===== src/dtc_pkg.sv =====
// Package for the debug trigger control block: map, fields, types
package dtc_pkg;

    ////////////////////////////////////////////////////////////////////////
    // Register byte addresses
    localparam logic [7:0] DTC_OFS_CTRL    = 8'h00;
    localparam logic [7:0] DTC_OFS_STATUS  = 8'h04;
    localparam logic [7:0] DTC_OFS_IRQ_STS = 8'h08;
    localparam logic [7:0] DTC_OFS_IRQ_CLR = 8'h0c;
    localparam logic [7:0] DTC_OFS_IRQ_EN  = 8'h10;

    ////////////////////////////////////////////////////////////////////////
    // Control field positions
    localparam int DTC_BIT_EN    = 7;
    localparam int DTC_BIT_ARM   = 6;
    localparam int DTC_BIT_TAG   = 5;
    localparam int DTC_BIT_BREAK_ENABLE = 4;
    localparam int DTC_BIT_RWA   = 3;
    localparam int DTC_BIT_CMP_A_DIR_ENABLE = 2;
    localparam int DTC_BIT_RWB   = 1;
    localparam int DTC_BIT_CMP_B_DIR_ENABLE = 0;

    // Status and interrupt field positions
    localparam int DTC_ST_ARMED   = 0;
    localparam int DTC_ST_CAPTURE = 1;
    localparam int DTC_EV_DONE    = 0;
    localparam int DTC_EV_TRIG    = 1;
    localparam int DTC_EV_W       = 2;

    // Reset values
    localparam logic [7:0]          DTC_CTRL_RST = 8'h00;
    localparam logic [DTC_EV_W-1:0] DTC_EV_RST   = 2'h0;

    // Trigger select codes
    localparam logic [1:0] DTC_TRG_A      = 2'h0;
    localparam logic [1:0] DTC_TRG_A_OR_B = 2'h1;
    localparam logic [1:0] DTC_TRG_A_AND_B = 2'h2;
    localparam logic [1:0] DTC_TRG_B      = 2'h3;

    ////////////////////////////////////////////////////////////////////////
    // Run sequencer, Gray along idle -> armed -> capture
    typedef enum logic [1:0] {
        DTC_IDLE    = 2'h0,
        DTC_ARMED   = 2'h1,
        DTC_CAPTURE = 2'h3
    } dtc_run_t;

    typedef struct packed {
        logic        hsel;
        logic [31:0] haddr;
        logic [1:0]  htrans;
        logic        hwrite;
        logic [2:0]  hsize;
        logic        hready;
        logic [31:0] hwdata;
    } dtc_ahb_req_t;

    typedef struct packed {
        logic [31:0] hrdata;
        logic        hreadyout;
        logic        hresp;
    } dtc_ahb_rsp_t;

    // Bus activity seen by the comparators, same clock
    typedef struct packed {
        logic       valid;
        logic       read;
        logic       hit_a;
        logic       hit_b;
        logic [1:0] trig_sel;
        logic       begin_trace;
        logic       fifo_full;
    } dtc_mon_t;

    typedef struct packed {
        logic fifo_wr;
        logic brk_tag;
        logic brk_force;
    } dtc_cpu_t;

endpackage : dtc_pkg

===== src/dtc_debug_trigger_control.sv =====
// Debug trigger control: control register, run sequencer, break requests
`timescale 1ns/1ns

module dtc_debug_trigger_control (
    input  wire logic                  i_clk,
    input  wire logic                  i_srst,
    input  wire logic                  i_ce,
    input  wire dtc_pkg::dtc_ahb_req_t i_ahb,
    output dtc_pkg::dtc_ahb_rsp_t      o_ahb,
    input  wire logic                  i_secure,
    input  wire dtc_pkg::dtc_mon_t     i_mon,
    output dtc_pkg::dtc_cpu_t          o_cpu,
    output logic                       o_irq
);
    import dtc_pkg::*;

    ////////////////////////////////////////////////////////////////////////
    // All state in one record

    typedef struct packed {
        logic                ap_valid;
        logic                ap_write;
        logic [7:0]          ap_addr;
        logic [31:0]         hrdata;
        logic                hreadyout;
        logic [7:0]          ctrl;
        logic                armed_flag;
        dtc_run_t            run;
        logic [DTC_EV_W-1:0] irq_sts;
        logic [DTC_EV_W-1:0] irq_en;
        logic                irq;
        logic                fifo_wr;
        logic                brk_tag;
        logic                brk_force;
    } dtc_state_t;

    dtc_state_t s_r;
    dtc_state_t s_nxt;

    ////////////////////////////////////////////////////////////////////////
    // Direction qualified comparator match

    function automatic logic dir_match(
        input logic hit,
        input logic dir_en,
        input logic dir_val,
        input logic rd
    );
        dir_match = hit & (~dir_en | (dir_val == rd));
    endfunction : dir_match

    logic                match_a;
    logic                match_b;
    logic                trig_hit;
    logic                run_on;
    logic                wr_ctrl;
    logic                want_arm;
    logic                stop_run;
    logic                done_ev;
    logic                trig_ev;
    logic [DTC_EV_W-1:0] ev;
    logic [7:0]          wr_byte;

    always_comb begin
        match_a = dir_match(i_mon.hit_a, s_r.ctrl[DTC_BIT_CMP_A_DIR_ENABLE],
                            s_r.ctrl[DTC_BIT_RWA], i_mon.read);
        match_b = dir_match(i_mon.hit_b, s_r.ctrl[DTC_BIT_CMP_B_DIR_ENABLE],
                            s_r.ctrl[DTC_BIT_RWB], i_mon.read);
        // Trigger select only shapes the match; break timing is set below
        case (i_mon.trig_sel)
            DTC_TRG_A:       trig_hit = match_a;
            DTC_TRG_A_OR_B:  trig_hit = match_a | match_b;
            DTC_TRG_A_AND_B: trig_hit = match_a & match_b;
            DTC_TRG_B:       trig_hit = match_b;
            default:         trig_hit = 1'b0;
        endcase
        trig_hit = trig_hit & i_mon.valid;
    end

    ////////////////////////////////////////////////////////////////////////
    // Next state

    always_comb begin
        s_nxt           = s_r;
        s_nxt.fifo_wr   = 1'b0;
        s_nxt.brk_tag   = 1'b0;
        s_nxt.brk_force = 1'b0;
        s_nxt.hreadyout = 1'b1;
        wr_ctrl         = 1'b0;
        want_arm        = 1'b0;
        stop_run        = 1'b0;
        done_ev         = 1'b0;
        trig_ev         = 1'b0;
        wr_byte         = i_ahb.hwdata[7:0];

        // Data phase of a write; always accepted, no wait states
        if (s_r.ap_valid && s_r.ap_write) begin
            case (s_r.ap_addr)
                DTC_OFS_CTRL: begin
                    wr_ctrl    = 1'b1;
                    s_nxt.ctrl = wr_byte;
                    if (i_secure) begin
                        s_nxt.ctrl[DTC_BIT_EN] = 1'b0;
                    end
                    want_arm = wr_byte[DTC_BIT_ARM];
                    if (!s_nxt.ctrl[DTC_BIT_ARM] || !s_nxt.ctrl[DTC_BIT_EN]) begin
                        stop_run = 1'b1;
                    end
                end
                DTC_OFS_IRQ_EN: begin
                    s_nxt.irq_en = i_ahb.hwdata[DTC_EV_W-1:0];
                end
                DTC_OFS_IRQ_CLR: begin
                    s_nxt.irq_sts = s_r.irq_sts & ~i_ahb.hwdata[DTC_EV_W-1:0];
                end
                default: begin
                end
            endcase
        end

        if (want_arm) begin
            s_nxt.armed_flag = 1'b1;
        end

        // Run only while enabled and armed
        run_on = s_nxt.ctrl[DTC_BIT_EN] & s_nxt.ctrl[DTC_BIT_ARM];

        if (!run_on || stop_run) begin
            s_nxt.run = DTC_IDLE;
            if (wr_ctrl && !want_arm) begin
                s_nxt.armed_flag = 1'b0;
            end
        end else begin
            case (s_r.run)
                DTC_IDLE: begin
                    s_nxt.run = DTC_ARMED;
                end
                DTC_ARMED: begin
                    // Control writes of the same cycle keep it armed, never trigger
                    if (trig_hit && !wr_ctrl) begin
                        trig_ev       = 1'b1;
                        s_nxt.fifo_wr = 1'b1;
                        if (i_mon.begin_trace) begin
                            s_nxt.run = DTC_CAPTURE;
                        end else begin
                            done_ev = 1'b1;
                        end
                    end
                end
                DTC_CAPTURE: begin
                    if (i_mon.fifo_full) begin
                        done_ev = 1'b1;
                    end else if (i_mon.valid) begin
                        s_nxt.fifo_wr = 1'b1;
                    end
                end
                default: begin
                    s_nxt.run = DTC_IDLE;
                end
            endcase
        end

        if (done_ev) begin
            s_nxt.ctrl[DTC_BIT_ARM] = 1'b0;
            s_nxt.armed_flag        = 1'b0;
            s_nxt.run               = DTC_IDLE;
            if (s_r.ctrl[DTC_BIT_BREAK_ENABLE]) begin
                // Tag bit is looked at only when breaks are on
                s_nxt.brk_tag   = s_r.ctrl[DTC_BIT_TAG];
                s_nxt.brk_force = ~s_r.ctrl[DTC_BIT_TAG];
            end
        end

        // Sticky events: a new event wins over a clear in the same cycle
        ev                       = '0;
        ev[DTC_EV_DONE]          = done_ev;
        ev[DTC_EV_TRIG]          = trig_ev;
        s_nxt.irq_sts            = s_nxt.irq_sts | ev;
        s_nxt.irq                = |(s_nxt.irq_sts & s_nxt.irq_en);

        // Address phase capture
        s_nxt.ap_valid = i_ahb.hsel & i_ahb.hready & i_ahb.htrans[1];
        s_nxt.ap_write = i_ahb.hwrite;
        s_nxt.ap_addr  = i_ahb.haddr[7:0];

        // Read data taken after this cycle's write, so it is never stale
        s_nxt.hrdata = '0;
        if (s_nxt.ap_valid && !i_ahb.hwrite) begin
            case (i_ahb.haddr[7:0])
                DTC_OFS_CTRL: begin
                    s_nxt.hrdata[7:0] = s_nxt.ctrl;
                end
                DTC_OFS_STATUS: begin
                    s_nxt.hrdata[DTC_ST_ARMED]   = s_nxt.armed_flag;
                    s_nxt.hrdata[DTC_ST_CAPTURE] = (s_nxt.run == DTC_CAPTURE);
                end
                DTC_OFS_IRQ_STS: begin
                    s_nxt.hrdata[DTC_EV_W-1:0] = s_nxt.irq_sts;
                end
                DTC_OFS_IRQ_EN: begin
                    s_nxt.hrdata[DTC_EV_W-1:0] = s_nxt.irq_en;
                end
                default: begin
                end
            endcase
        end
    end

    ////////////////////////////////////////////////////////////////////////
    // State register; clock enable low freezes everything

    always_ff @(posedge i_clk) begin
        if (i_srst) begin
            s_r            <= '0;
            s_r.hreadyout  <= 1'b1;
            s_r.ctrl       <= DTC_CTRL_RST;
            s_r.irq_sts    <= DTC_EV_RST;
            s_r.irq_en     <= DTC_EV_RST;
            s_r.run        <= DTC_IDLE;
        end else if (i_ce) begin
            s_r <= s_nxt;
        end
    end

    ////////////////////////////////////////////////////////////////////////
    // Outputs straight from the state record; hresp tied low

    always_comb begin
        o_ahb.hrdata    = s_r.hrdata;
        o_ahb.hreadyout = s_r.hreadyout;
        o_ahb.hresp     = 1'b0;
        o_cpu.fifo_wr   = s_r.fifo_wr;
        o_cpu.brk_tag   = s_r.brk_tag;
        o_cpu.brk_force = s_r.brk_force;
        o_irq           = s_r.irq;
    end

endmodule : dtc_debug_trigger_control


===== config.mk =====
export PLATFORM = sky130hd
export DESIGN_NAME = dtc_debug_trigger_control
export DESIGN_NICKNAME = d
export VERILOG_FILES = /design/src/dtc_pkg.sv /design/src/dtc_debug_trigger_control.sv
export SDC_FILE = /design/constraint.sdc
export NUM_CORES = 1
export LEC_CHECK = 0
export BUFFER_PORTS_ARGS = -buffer_cell sky130_fd_sc_hd__buf_4
export CORE_MARGIN = 2
export CORE_UTILIZATION = 40
export DETAILED_ROUTE_END_ITERATION = 12
export PLACE_DENSITY = 0.76
export SETUP_SLACK_MARGIN = 0.2
export SYNTH_ARGS = -nofsm -noshare
export SYNTH_HDL_FRONTEND = slang
export SYNTH_SLANG_ARGS = --single-unit

===== constraint.sdc =====
create_clock -name i_clk -period 1.95 [get_ports i_clk]
set_input_delay 0.0975 -clock i_clk [delete_from_list [all_inputs] [get_ports i_clk]]
set_output_delay 0.0975 -clock i_clk [all_outputs]
set_load 0.02 [all_outputs]

==> qor.csv <==
metric;value;unit
max_freq;544;MHz
async_flop_share;0;
diodes;0;
die-area;0.00604;mm2
sw_frac_of_total;0.262;
grt_max_degree;40;
grt_pass1_wl;7970;um
yosysWarningCount;0;
synth_edf_count;0;
dpl_cell_area;0.00242;mm2
power.internal;1.18;mW
io_pins;122;
finish.instance_area;0.00266;mm2
grt_pass1_vias;1730;
pre_cts_slack;0.0174;ns
cts_made_buffers;5;
p_leak;1.11;nW
setup-violations-final;0;
overflow;0;
fin_crit;1.84;ns
drive_gt1_frac;0.293;
mostFrequentLayoutCells;56 x buf_4, 35 x dfxtp_1, 32 x nand2_1;
hold_viol;0;
via_count;1849;
globalplace.congestion;0.843;
root_buffer;clkbuf_8;
clock_latency;0.30;ns
ys_ff_latch;37;
cts_hold_buf;0;
syn2layout_area_growth;22.4;%
antenna_found_initial;0;
clock_path_buffers;2;
hold_slack;0.0496;ns
start_util;0.420;
rsz0062_at_grt;yes;
cts.sinks;37;
drc;0;
slew_violations;0;
final_util;0.514;
clock_skew;0.00775;ns
p_clk_frac;0.367;
start_kind;flip-flop;
critPathMaxFanout;7;
drt-total-wl;4890;um
dp.cells;363;
ys_types;39;
tritoncts;yes;
syn_avg_cell_area;8.20;um2
synth_cells;265;
cp.required;2.13;ns
synthesis.area;0.00217;mm2
fin_ws;0.112;ns
antenna_left;0;
avgViaCountPerCell;4.90;
dieHeight;77.7;um
drt_iter0_drc;93;
io_buffers;43;
p_sw;0.421;mW
die_x;77.7;um
critPathKind;flip-flop to flip-flop;
worst_setup_path_end_kind;flip-flop;
synth_ff_type;dfxtp_1;
crit_start;s_r[52];
max_cap_violations;0;
fin_cells;377;
setup_tns;0;ns
power_density;604;mW/mm2
min-delay-start;i_ahb[39];
nets;390;
ys_seq_area_frac;0.341;
drtPass1Iterations;4;
clk_pin_slew;0.07;ns
p_total;1.61;mW
p_comb_frac;0.142;
track_usage;0.165;
ir_worst_vdd;331;uV
routedWlPerCell;13.0;um
rows;26;
pwr-share-seq;0.491;
max-slew-margin-rel;0.661;
htree_levels;2;
r2r_start;s_r[52];
status;finished clean;
core-area;0.00517;mm2
fin_crit_sh;0.942;
cp.arrival;2.02;ns
layout_commonest_cell;buf_4;
tightest_slew;0.504;ns
hold_class;input port to flip-flop;
post-dp-hpwl;3520;um
[cell usage after synthesis, types with 2 or more instances]
| library cell | number | area [um2] |
|---|---|---|
| clkbuf_1 | 9 | 33.8 |
| a21boi_0 | 2 | 15.0 |
| mux2i_1 | 16 | 160 |
| inv_1 | 2 | 7.51 |
| conb_1 | 2 | 7.51 |
| nand4b_1 | 2 | 17.5 |
| buf_1 | 2 | 7.51 |
| nor2b_1 | 6 | 37.5 |
| nor4_1 | 5 | 31.3 |
| o2111ai_1 | 2 | 17.5 |
| o211ai_1 | 7 | 52.6 |
| nor2_1 | 22 | 82.6 |
| dfxtp_1 | 37 | 741 |
| and4bb_2 | 2 | 25.0 |
| xor2_1 | 2 | 17.5 |
| nand2b_1 | 11 | 68.8 |
| a21oi_1 | 22 | 110 |
| nand3_1 | 11 | 55.1 |
| buf_4 | 37 | 278 |
| nor3_1 | 2 | 10.0 |
| o21ai_0 | 6 | 30.0 |
| a22oi_1 | 2 | 15.0 |
| nand2_1 | 33 | 124 |
| mux2_2 | 5 | 56.3 |
| a211oi_1 | 4 | 30.0 |
[layer usage]
metal  global-route usage  part of all wire  up-vias
met2                0.276              0.49       55
met5                    0                 0        -
met1                0.202              0.43      850
met4               0.0607             0.015        0
met3               0.0430             0.060        7
li1                     -                 -      937
[state kept, by name, summed over array words and instances (netlist names)]
register	count
o_ahb	8
o_irq	1
s_r	25
o_cpu	3
[power groups by stage]
| stage | Sequential [mW] | Clock, mW | Combinational [mW] |
|---|---|---|---|
| global placement | 0.803 | 0 | 0.207 |
| detailed placement | 0.804 | 0 | 0.210 |
| floorplan | 0.801 | 0 | 0.170 |
| CTS | 0.786 | 0.604 | 0.219 |
| global route | 0.789 | 0.636 | 0.249 |
| finish | 0.788 | 0.589 | 0.228 |
[worst paths after layout]
check / to / cells past startpoint / slack [ns]
hold reg to reg: o_ahb[8] / 2 / 0.47
hold / removal: s_r[52] / 3 / 0.05
setup / recovery: o_ahb[3] / 6 / 0.11
setup reg to reg: o_ahb[3] / 6 / 0.11
[layout make-up]
class                           instances  area [um2]
Multi-Input combinational cell        201        1250
Clock buffer                            7        96.3
Clock inverter                          1        5.00
Fill cell                             494        2510
Timing Repair Buffer                   59         463
Inverter                                2        7.51
Sequential cell                        37         743
Tap cell                               70        87.6
[logic make-up after synthesis]
kind of cell | synth area share
muxes | 0.110
and+or+nand+nor | 0.249
xor gates and xnor gates | 0.00807
other | 0.00346
AOI/OAI and AO/OA | 0.135
buffers and inverters | 0.153
DFF | 0.341
[worst max-delay path, cell delays in order (launching register included)]
cell and delay [ns]:
dfxtp_2 0.34, nor4_4 0.35, buf_4 0.18, and3_4 0.24
mux2_4 0.31, o211ai_1 0.21, nand3_1 0.10
[repair_timing]
action,CTS,global route
setup buffers,3,3
setup endpoints to repair,12,16
pin swaps,10,8
gates resized for setup,9,11
cloned,0,0
Power figures use the tool's default switching activity.
